### config.mk
export PLATFORM = sky130hd
export DESIGN_NAME = cnrst_core
export DESIGN_NICKNAME = d
export VERILOG_FILES = /design/src/verilog/cnrst_bit_timer.v /design/src/verilog/cnrst_core.v /design/src/verilog/cnrst_tq_gen.v
export VERILOG_INCLUDE_DIRS = /design/src /design/src/verilog
export SDC_FILE = /design/constraint.sdc
export NUM_CORES = 2
export LEC_CHECK = 0
export BUFFER_PORTS_ARGS = -buffer_cell sky130_fd_sc_hd__buf_2
export CORE_MARGIN = 8
export CORE_UTILIZATION = 69
export CTS_CLUSTER_SIZE = 10
export DETAILED_ROUTE_END_ITERATION = 10
export HOLD_SLACK_MARGIN = 0.08
export PLACE_DENSITY = 0.89
export SLEW_MARGIN = 10
export SYNTH_ARGS = -nofsm -noshare
export SYNTH_HDL_FRONTEND = slang
export SYNTH_SLANG_ARGS = --single-unit
### constraint.sdc
create_clock -name clk_sys -period 81.5 [get_ports clk_sys]
set_input_delay 4.075 -clock clk_sys [delete_from_list [all_inputs] [get_ports clk_sys]]
set_output_delay 4.075 -clock clk_sys [all_outputs]
set_load 0.02 [all_outputs]
### src/verilog/cnrst_defs.vh
`ifndef CNRST_DEFS_VH
`define CNRST_DEFS_VH
// ****************
// Register indices
// ****************
`define CNRST_A_CTRL 4'h0
`define CNRST_A_STAT 4'h1
`define CNRST_A_IFLG 4'h2
`define CNRST_A_BITCFG 4'h3
`define CNRST_A_DIR 4'h4
`define CNRST_A_PEND 4'h5
`define CNRST_A_ACK 4'h6
`define CNRST_A_ERRCNT 4'h7
`define CNRST_A_MBSEL 4'h8
`define CNRST_A_MBID 4'h9
`define CNRST_A_MBDATA 4'ha
`define CNRST_A_TXSTAT 4'hb
// ****************
// Field positions
// ****************
`define CNRST_CTRL_RSTREQ 0
`define CNRST_CTRL_ORDER 2
`define CNRST_STAT_RST 3
`define CNRST_STAT_BUSON 4
`define CNRST_IFLG_RST 0
`define CNRST_BRP_HI 13
`define CNRST_BRP_LO 8
`define CNRST_TS1_HI 3
`define CNRST_TS1_LO 0
`define CNRST_TS2_HI 6
`define CNRST_TS2_LO 4
`define CNRST_SJW_HI 15
`define CNRST_SJW_LO 14
// ****************
// Reset values and counts
// ****************
`define CNRST_DIR_RST 16'h0001
`define CNRST_BITCFG_RST 16'h0000
`define CNRST_IDLE_BITS 4'hb
`define CNRST_RST_DELAY 4'h4
`define CNRST_BIT_BASE 5'h03
`endif

### src/verilog/cnrst_bit_timer.v
`timescale 1ns/1ps
`include "cnrst_defs.vh"
// ****************
// Bit timer
// ****************
module cnrst_bit_timer (
  input wire clk_sys,
  input wire nrst,
  input wire run,
  input wire tq_tick,
  input wire [3:0] seg_one,
  input wire [2:0] seg_two,
  input wire [1:0] jump,
  input wire rx_edge,
  output reg sample_pulse,
  output reg bit_end
);
  reg [4:0] tq_cnt;
  reg [4:0] limit;
  reg [4:0] next_limit;
  wire [4:0] nominal = `CNRST_BIT_BASE + {1'b0, seg_one} + {2'b00, seg_two};
  wire [4:0] sample_at = 5'h01 + {1'b0, seg_one} + 5'h01;
  wire [4:0] jw = {3'b000, jump} + 5'h01;
  always @* begin
    next_limit = limit;
    // Late edge stretches phase one, early edge trims phase two
    if (rx_edge && tq_cnt != 5'h00) begin
      if (tq_cnt < sample_at) begin
        next_limit = nominal + ((tq_cnt < jw) ? tq_cnt : jw);
      end else begin
        next_limit = nominal - jw;
      end
    end
  end
  always @(posedge clk_sys or negedge nrst) begin
    if (!nrst) begin
      tq_cnt <= 5'h00;
      limit <= 5'h00;
      sample_pulse <= 1'b0;
      bit_end <= 1'b0;
    end else if (!run) begin
      tq_cnt <= 5'h00;
      limit <= nominal;
      sample_pulse <= 1'b0;
      bit_end <= 1'b0;
    end else if (tq_tick) begin
      sample_pulse <= (tq_cnt == sample_at - 5'h01);
      if (tq_cnt + 5'h01 >= next_limit) begin
        tq_cnt <= 5'h00;
        limit <= nominal;
        bit_end <= 1'b1;
      end else begin
        tq_cnt <= tq_cnt + 5'h01;
        limit <= next_limit;
        bit_end <= 1'b0;
      end
    end else begin
      sample_pulse <= 1'b0;
      bit_end <= 1'b0;
      limit <= next_limit;
    end
  end
endmodule

### src/verilog/cnrst_core.v
// Strobed register access and the placing of the registers were left to the implementer.
`timescale 1ns/1ps
`include "cnrst_defs.vh"
// Notes on behaviour
// - Sixteen mailboxes, each with eight byte-wide payload locations.
// - Hardware reset or low-power entry sets reset request and reset state.
// - Hardware reset clears registers but leaves mailbox storage intact.
// - Software reset clears only the two error counters.
// - Software reset waits for any frame in progress to finish.
// - Reset state bit sets on entry to the configuration state; hardware reset sets it at once.
// - Clearing reset request leaves configuration; state bit clears after a delay.
// - Bus traffic starts only after eleven recessive bits.
// - Reset interrupt flag set after power-on and low-power entry; software clears.
// - Time quantum is two clocks times prescaler plus one.
// - A bit lasts three plus segment one plus segment two quanta.
// - Each segment lasts its field value plus one quanta.
// - Resync lengthens phase one or shortens phase two.
// - Mailbox 0 receive only; others selectable, transmit after reset.
// - Direction settings survive a software reset.
// - Direction bit 0 means transmit, 1 means receive.
// - Order select picks identifier priority or mailbox number.
// - Identifier mode loads the highest-priority pending message.
// - Number mode loads pending messages in ascending mailbox order.
// - Pending bit waits; good transmission sets acknowledge, clears pending.
module cnrst_core #(
  parameter NMB = 16,
  parameter IDW = 29
) (
  input wire clk_sys,
  input wire nrst,
  input wire lowpwr_req,
  input wire [3:0] addr,
  input wire [31:0] wdata,
  input wire wr,
  input wire rd,
  output reg [31:0] rdata,
  input wire can_rx,
  input wire link_busy,
  input wire tx_done,
  input wire err_tx,
  input wire err_rx,
  output reg tx_load,
  output reg [3:0] tx_mb,
  output reg [IDW-1:0] tx_id,
  output reg bus_on,
  output reg [NMB-1:0] mb_dir,
  output reg reset_state_bit
);
  // ****************
  // Control state
  // ****************
  localparam S_CFG = 2'b00;
  localparam S_LEAVE = 2'b01;
  localparam S_IDLE = 2'b10;
  localparam S_RUN = 2'b11;
  reg [1:0] state;
  reg [1:0] next_state;
  reg reset_request_bit;
  reg tx_order_select;
  reg reset_interrupt_flag;
  reg [15:0] bit_configuration_register;
  reg [NMB-1:0] transmit_pending;
  reg [NMB-1:0] tx_ack;
  reg [7:0] transmit_error_counter;
  reg [7:0] receive_error_counter;
  reg [3:0] mb_sel;
  reg [3:0] dly;
  reg [3:0] idle_cnt;
  reg rx_q;
  reg in_flight;
  reg [3:0] sel_mb;
  reg sel_found;
  reg [IDW-1:0] sel_id;
  integer k;
  // ****************
  // Mailbox storage
  // ****************
  // No reset on storage: contents persist over every reset
  reg [IDW-1:0] mb_id [0:NMB-1];
  reg [63:0] message_payload_bytes [0:NMB-1];
  wire [2:0] byte_sel = wdata[10:8];
  genvar g;
  generate
    for (g = 0; g < NMB; g = g + 1) begin : g_mb
      always @(posedge clk_sys) begin
        if (wr && mb_sel == g && addr == `CNRST_A_MBID) begin
          mb_id[g] <= wdata[IDW-1:0];
        end
        if (wr && mb_sel == g && addr == `CNRST_A_MBDATA) begin
          message_payload_bytes[g][byte_sel*8 +: 8] <= wdata[7:0];
        end
      end
    end
  endgenerate
  // ****************
  // Timing
  // ****************
  wire tq_tick;
  wire sample_pulse;
  wire bit_end;
  wire timing_run = (state == S_IDLE) || (state == S_RUN);
  cnrst_tq_gen #(
    .PW(6)
  ) u_tq (
    .clk_sys(clk_sys),
    .nrst(nrst),
    .run(timing_run),
    .prescaler(bit_configuration_register[`CNRST_BRP_HI:`CNRST_BRP_LO]),
    .tq_tick(tq_tick)
  );
  cnrst_bit_timer u_bt (
    .clk_sys(clk_sys),
    .nrst(nrst),
    .run(timing_run),
    .tq_tick(tq_tick),
    .seg_one(bit_configuration_register[`CNRST_TS1_HI:`CNRST_TS1_LO]),
    .seg_two(bit_configuration_register[`CNRST_TS2_HI:`CNRST_TS2_LO]),
    .jump(bit_configuration_register[`CNRST_SJW_HI:`CNRST_SJW_LO]),
    .rx_edge(rx_q & ~can_rx),
    .sample_pulse(sample_pulse),
    .bit_end()
  );
  // ****************
  // Transmit selection
  // ****************
  always @* begin
    sel_found = 1'b0;
    sel_mb = 4'h0;
    sel_id = {IDW{1'b1}};
    // Mailbox 0 never transmits, loop starts at 1
    for (k = 1; k < NMB; k = k + 1) begin
      if (transmit_pending[k] && !mb_dir[k]) begin
        if (tx_order_select) begin
          if (!sel_found) begin
            sel_found = 1'b1;
            sel_mb = k[3:0];
            sel_id = mb_id[k];
          end
        end else if (!sel_found || mb_id[k] < sel_id) begin
          sel_found = 1'b1;
          sel_mb = k[3:0];
          sel_id = mb_id[k];
        end
      end
    end
  end
  // ****************
  // Reset sequencing
  // ****************
  always @* begin
    next_state = state;
    case (state)
      S_CFG: begin
        if (!reset_request_bit) begin
          next_state = S_LEAVE;
        end
      end
      S_LEAVE: begin
        if (dly == `CNRST_RST_DELAY) begin
          next_state = S_IDLE;
        end
      end
      S_IDLE: begin
        if (reset_request_bit) begin
          next_state = S_CFG;
        end else if (idle_cnt == `CNRST_IDLE_BITS) begin
          next_state = S_RUN;
        end
      end
      S_RUN: begin
        // Frame in flight must finish first
        if (reset_request_bit && !link_busy && !in_flight) begin
          next_state = S_CFG;
        end
      end
      default: begin
        next_state = S_CFG;
      end
    endcase
  end
  always @(posedge clk_sys or negedge nrst) begin
    if (!nrst) begin
      state <= S_CFG;
      dly <= 4'h0;
      idle_cnt <= 4'h0;
      rx_q <= 1'b1;
      reset_state_bit <= 1'b1;
      bus_on <= 1'b0;
    end else begin
      state <= next_state;
      rx_q <= can_rx;
      dly <= (state == S_LEAVE) ? dly + 4'h1 : 4'h0;
      if (state != S_IDLE || (sample_pulse && !can_rx)) begin
        idle_cnt <= 4'h0;
      end else if (sample_pulse) begin
        idle_cnt <= idle_cnt + 4'h1;
      end
      reset_state_bit <= (next_state == S_CFG) || (next_state == S_LEAVE);
      bus_on <= (next_state == S_RUN);
    end
  end
  // ****************
  // Register file
  // ****************
  wire sw_reset_edge = wr && addr == `CNRST_A_CTRL && wdata[`CNRST_CTRL_RSTREQ] &&
    !reset_request_bit;
  wire tx_finish = in_flight && tx_done;
  reg [31:0] next_rdata;
  always @(posedge clk_sys or negedge nrst) begin
    if (!nrst) begin
      reset_request_bit <= 1'b1;
      tx_order_select <= 1'b0;
      bit_configuration_register <= `CNRST_BITCFG_RST;
      mb_dir <= `CNRST_DIR_RST;
      mb_sel <= 4'h0;
      rdata <= 32'h0000_0000;
    end else begin
      if (lowpwr_req) begin
        reset_request_bit <= 1'b1;
      end else if (wr && addr == `CNRST_A_CTRL) begin
        reset_request_bit <= wdata[`CNRST_CTRL_RSTREQ];
        tx_order_select <= wdata[`CNRST_CTRL_ORDER];
      end
      if (wr && addr == `CNRST_A_BITCFG) begin
        bit_configuration_register <= wdata[15:0];
      end
      // Mailbox 0 direction pinned to receive; untouched by software reset
      if (wr && addr == `CNRST_A_DIR) begin
        mb_dir <= {wdata[NMB-1:1], 1'b1};
      end
      if (wr && addr == `CNRST_A_MBSEL) begin
        mb_sel <= wdata[3:0];
      end
      // Read data stand only in the cycle after the strobe
      rdata <= rd ? next_rdata : 32'h0000_0000;
    end
  end
  // ****************
  // Reset interrupt flag
  // ****************
  always @(posedge clk_sys or negedge nrst) begin
    if (!nrst) begin
      reset_interrupt_flag <= 1'b1;
    end else if (lowpwr_req) begin
      // Low-power entry beats a software clear in the same cycle
      reset_interrupt_flag <= 1'b1;
    end else if (wr && addr == `CNRST_A_IFLG && wdata[`CNRST_IFLG_RST]) begin
      reset_interrupt_flag <= 1'b0;
    end
  end
  // ****************
  // Error counters
  // ****************
  always @(posedge clk_sys or negedge nrst) begin
    if (!nrst) begin
      transmit_error_counter <= 8'h00;
      receive_error_counter <= 8'h00;
    end else if (sw_reset_edge || lowpwr_req) begin
      transmit_error_counter <= 8'h00;
      receive_error_counter <= 8'h00;
    end else begin
      // Saturate rather than wrap back to an error-free count
      if (err_tx && transmit_error_counter != 8'hff) begin
        transmit_error_counter <= transmit_error_counter + 8'h01;
      end
      if (err_rx && receive_error_counter != 8'hff) begin
        receive_error_counter <= receive_error_counter + 8'h01;
      end
    end
  end
  // ****************
  // Transmit loader
  // ****************
  always @(posedge clk_sys or negedge nrst) begin
    if (!nrst) begin
      in_flight <= 1'b0;
      tx_load <= 1'b0;
      tx_mb <= 4'h0;
      tx_id <= {IDW{1'b0}};
    end else begin
      tx_load <= 1'b0;
      if (tx_finish) begin
        in_flight <= 1'b0;
      end else if (state == S_RUN && !in_flight && !reset_request_bit && sel_found) begin
        in_flight <= 1'b1;
        tx_load <= 1'b1;
        tx_mb <= sel_mb;
        tx_id <= sel_id;
      end
    end
  end
  // ****************
  // Pending and acknowledge
  // ****************
  wire [NMB-1:0] pend_set = (wr && addr == `CNRST_A_PEND) ?
    {wdata[NMB-1:1], 1'b0} : {NMB{1'b0}};
  wire [NMB-1:0] ack_clr = (wr && addr == `CNRST_A_ACK) ?
    wdata[NMB-1:0] : {NMB{1'b0}};
  generate
    for (g = 0; g < NMB; g = g + 1) begin : g_flag
      always @(posedge clk_sys or negedge nrst) begin
        if (!nrst) begin
          transmit_pending[g] <= 1'b0;
          tx_ack[g] <= 1'b0;
        end else begin
          // Software set wins over the clear at the end of a good frame
          if (pend_set[g]) begin
            transmit_pending[g] <= 1'b1;
          end else if (tx_finish && tx_mb == g) begin
            transmit_pending[g] <= 1'b0;
          end
          // Hardware set wins over a software clear of acknowledge
          if (tx_finish && tx_mb == g) begin
            tx_ack[g] <= 1'b1;
          end else if (ack_clr[g]) begin
            tx_ack[g] <= 1'b0;
          end
        end
      end
    end
  endgenerate
  // ****************
  // Read multiplexer
  // ****************
  always @* begin
    next_rdata = 32'h0000_0000;
    case (addr)
      `CNRST_A_CTRL: next_rdata[`CNRST_CTRL_ORDER:0] = {tx_order_select, 1'b0, reset_request_bit};
      `CNRST_A_STAT: next_rdata[`CNRST_STAT_BUSON:`CNRST_STAT_RST] = {bus_on, reset_state_bit};
      `CNRST_A_IFLG: next_rdata[`CNRST_IFLG_RST] = reset_interrupt_flag;
      `CNRST_A_BITCFG: next_rdata[15:0] = bit_configuration_register;
      `CNRST_A_DIR: next_rdata[NMB-1:0] = mb_dir;
      `CNRST_A_PEND: next_rdata[NMB-1:0] = transmit_pending;
      `CNRST_A_ACK: next_rdata[NMB-1:0] = tx_ack;
      `CNRST_A_ERRCNT: next_rdata[15:0] = {receive_error_counter, transmit_error_counter};
      `CNRST_A_MBSEL: next_rdata[3:0] = mb_sel;
      `CNRST_A_MBID: next_rdata[IDW-1:0] = mb_id[mb_sel];
      `CNRST_A_MBDATA: next_rdata = message_payload_bytes[mb_sel][31:0];
      `CNRST_A_TXSTAT: next_rdata[4:0] = {in_flight, tx_mb};
      default: next_rdata = 32'h0000_0000;
    endcase
  end
endmodule

### src/verilog/cnrst_tq_gen.v
`timescale 1ns/1ps
`include "cnrst_defs.vh"
// ****************
// Quantum divider
// ****************
module cnrst_tq_gen #(
  parameter PW = 6
) (
  input wire clk_sys,
  input wire nrst,
  input wire run,
  input wire [PW-1:0] prescaler,
  output reg tq_tick
);
  reg [PW:0] cnt;
  wire [PW:0] last = {prescaler, 1'b1};
  always @(posedge clk_sys or negedge nrst) begin
    if (!nrst) begin
      cnt <= {(PW+1){1'b0}};
      tq_tick <= 1'b0;
    end else if (!run) begin
      cnt <= {(PW+1){1'b0}};
      tq_tick <= 1'b0;
    end else if (cnt == last) begin
      // Two clocks times prescaler plus one
      cnt <= {(PW+1){1'b0}};
      tq_tick <= 1'b1;
    end else begin
      cnt <= cnt + {{PW{1'b0}}, 1'b1};
      tq_tick <= 1'b0;
    end
  end
endmodule
==> impl_metrics.env <==
export IMPL_multi_input_area_um2=26800
export IMPL_power_net_switching_mw=0.953
export IMPL_yosysSeqAreaShare_pct=54.2
export IMPL_grt_util_all_layers_pct=39.3
export IMPL_grt_pass1_vias=45800
export IMPL_clk_path_buf_depth=3
export IMPL_grt_pass1_wl_mm=291
export IMPL_viasPerCell=7.44
export IMPL_initial_core_util_pct=69.6
export IMPL_first_pass_iters=11
export IMPL_synthArstFlopShare_pct=15.9
export IMPL_ys_ff_latch=1160
export IMPL_rsz0062_at_grt="no"
export IMPL_synthesis_nets=5280
export IMPL_nets=5384
export IMPL_synth_commonest_cells="edfxtp_1, ha_1, nand2_1"
export IMPL_routed_wl_mm=198
export IMPL_fin_skew_ns=0.0439
export IMPL_relSlewSlack_pct=8.17
export IMPL_critPathArrivalTime_ns=53.11
export IMPL_drc=0
export IMPL_syn_avg_cell_area_um2=13.0
export IMPL_whs_ns=0.479
export IMPL_core_area_um2=89900
export IMPL_synth_cells=4812
export IMPL_power_density_nw_per_um2=34.3
export IMPL_crit_path_start_kind="flop"
export IMPL_fin_crit_sh_pct=64.4
export IMPL_path_common_cell="a21o_1"
export IMPL_numCtsBuffers=136
export IMPL_worst_pin_slew_ns=1.37
export IMPL_worstSkewPairLatency_ns=0.79
export IMPL_antenna_found_initial=16
export IMPL_path_class="flop to flop"
export IMPL_required_ns=82.14
export IMPL_num_rows=110
export IMPL_swShare_pct=40.6
export IMPL_cts_resized=0
export IMPL_place_congestion=0.993
export IMPL_area_growth_pct=9.54
export IMPL_ios=130
export IMPL_p_comb_share_pct=46.6
export IMPL_peakVddDrop_v=0.0000333
export IMPL_leakagePower_nw=26.8
export IMPL_yosys_top_cells_area="edfxtp_1, mux4_2, ha_1, dfrtp_1, nand2_1"
export IMPL_grt_start_max_net_pins=122
export IMPL_pwr_share_seq_pct=28.7
export IMPL_setup_viol=0
export IMPL_drive_gt1_share_pct=16.8
export IMPL_post_cts_setup_buffers=0
export IMPL_critPathMaxFanout=56
export IMPL_yosys_area_top_type_share_pct=46.9
export IMPL_maxCapViolCount=0
export IMPL_drtAntennaViolNets=0
export IMPL_synth_cell_types=107
export IMPL_overflow=0
export IMPL_finalSetupTns_ns=0
export IMPL_avgRoutedWirePerCell_um=32.0
export IMPL_portBuffers=125
export IMPL_yosysMostFrequentCell="edfxtp_1"
export IMPL_cts_root_buf="clkbuf_16"
export IMPL_cts_sinks=1160
export IMPL_die_height_um=317
export IMPL_hpwlAfterDp_mm=131
export IMPL_cts_tree="built"
export IMPL_clk_pin_slew_ns=0.06
export IMPL_clock_fmax_mhz=19.1
export IMPL_finalCriticalPeriod_ns=52.47
export IMPL_yosysTopAreaCell="edfxtp_1"
export IMPL_max_stage_delay_ns=0.96
export IMPL_synth_area_um2=62500
export IMPL_cp_slowest_cell="o211a_1"
export IMPL_cts_hold_buf=0
export IMPL_ys_warn_count=0
export IMPL_die_w_um=317
export IMPL_end_kind="flop"
export IMPL_fillers=4942
export IMPL_hold_path_class="flop to flop"
export IMPL_vias=46000
export IMPL_die_area_um2=101000
export IMPL_seqCellArea_um2=33900
export IMPL_p_clk_share_pct=24.7
export IMPL_p_int_mw=1.39
export IMPL_hold_violations=0
export IMPL_htreeDepth=4
export IMPL_slew_violations=0
export IMPL_synth_edf_count=976
export IMPL_synth_main_ff_cell="edfxtp_1"
export IMPL_drt_iter0_drc=7374
export IMPL_outcome="finished, final reports clean"
## power groups by stage
stage	clock, mW	sequential, mW	combinational (mW)
3_5_place_dp	0	0.685	1.01
2_1_floorplan	0	0.673	0.729
3_3_place_gp	0	0.684	0.953
6_report	0.579	0.674	1.09
5_1_grt	0.596	0.675	1.17
4_1_cts	0.576	0.673	1.05
## worst max-delay path: cells and delay by family, from the launching register on
family,cells,cell delay [ns]
AO/OA/AOI/OAI,108,26.96
flip-flops,1,0.56
multiplexers,3,1.19
adder cells (fa/ha/maj),14,4.42
buffers and inverters,24,5.90
AND/OR/NAND/NOR,59,12.85
## layer usage
layer,GRT usage [%],wire length (um),up-vias
met5,0,29,-
met4,26.9,16900,4
met3,12.6,28100,1013
met2,60.1,88900,4216
met1,47.9,64200,22100
li1,-,-,18700
## flip-flops by register name (all words and copies together), names as in the netlist, 5 cells and up
| name | cells |
|---|---|
| bit_configuration_register | 16 |
| mb_dir | 15 |
| mb_id | 464 |
| message_payload_bytes | 512 |
| rdata | 32 |
| receive_error_counter | 8 |
| transmit_error_counter | 8 |
| transmit_pending | 15 |
| tx_ack | 16 |
| tx_id | 29 |
| u_bt.limit | 5 |
| u_bt.tq_cnt | 5 |
| u_tq.cnt | 7 |
## layout by cell type (no fill, tap or decap), drive strengths merged, types with 42 or more instances in the layout
| master | netlist | layout |
|---|---|---|
| edfxtp | 976 | 976 |
| ha | 420 | 420 |
| nand2 | 399 | 399 |
| o21ai | 327 | 327 |
| mux4 | 312 | 312 |
| inv | 300 | 301 |
| nor2 | 290 | 290 |
| a21oi | 216 | 216 |
| clkbuf | 155 | 199 |
| dfrtp | 180 | 180 |
| buf | 56 | 176 |
| a21o | 129 | 129 |
| mux2 | 108 | 108 |
| nand4 | 91 | 91 |
| nand3 | 85 | 85 |
| nand2b | 80 | 80 |
| o22ai | 62 | 62 |
| nor2b | 61 | 61 |
| mux2i | 44 | 44 |
| and2 | 42 | 42 |
## area by class of cell
class	instances	share of cell area [%]
sequential	1160	49.5
timing repair buffer	177	1.53
antenna	13	0.0475
clock buffer	198	5.34
clock inverter	19	0.643
multi-input combinational	3139	39.1
inverter	302	1.66
tap	1176	2.15
## metrics by stage
step           cell area [um2]  util (%)  total power [mW]  worst slack, ns  instances
2_1_floorplan            62500         -              1.40            42.46       4812
3_3_place_gp             64300      71.6              1.64            32.93       5952
3_5_place_dp             64300      71.6              1.69            31.99       5952
4_1_cts                  68400      76.1              2.30            31.02       6169
5_1_grt                  68500      76.2              2.45            27.33       6176
6_report                 68500      76.2              2.35            29.03       6184
## worst paths after layout
check / slack (ns) / start / cells past startpoint / end
min reg2reg: 0.48 / tx_ack[2] / 2 / tx_ack[2]
max reg2reg: 29.03 / mb_dir[1] / 208 / tx_id[20]
min: 0.48 / tx_ack[2] / 2 / tx_ack[2]
min in group asynchronous: 3.42 / nrst / 1 / u_bt.limit[3]
max in group asynchronous: 76.34 / nrst / 2 / mb_sel[1]
max: 29.03 / mb_dir[1] / 208 / tx_id[20]
## cells by family after synthesis
family | share of synthesized area, %
fa+ha+maj | 8.55
compound gates | 10.3
mux | 13.9
other cells | 0.00600
simple gates | 9.23
flops | 54.2
xor+xnor | 0.630
buf+inv | 3.16
Power figures use the tool's default switching activity.
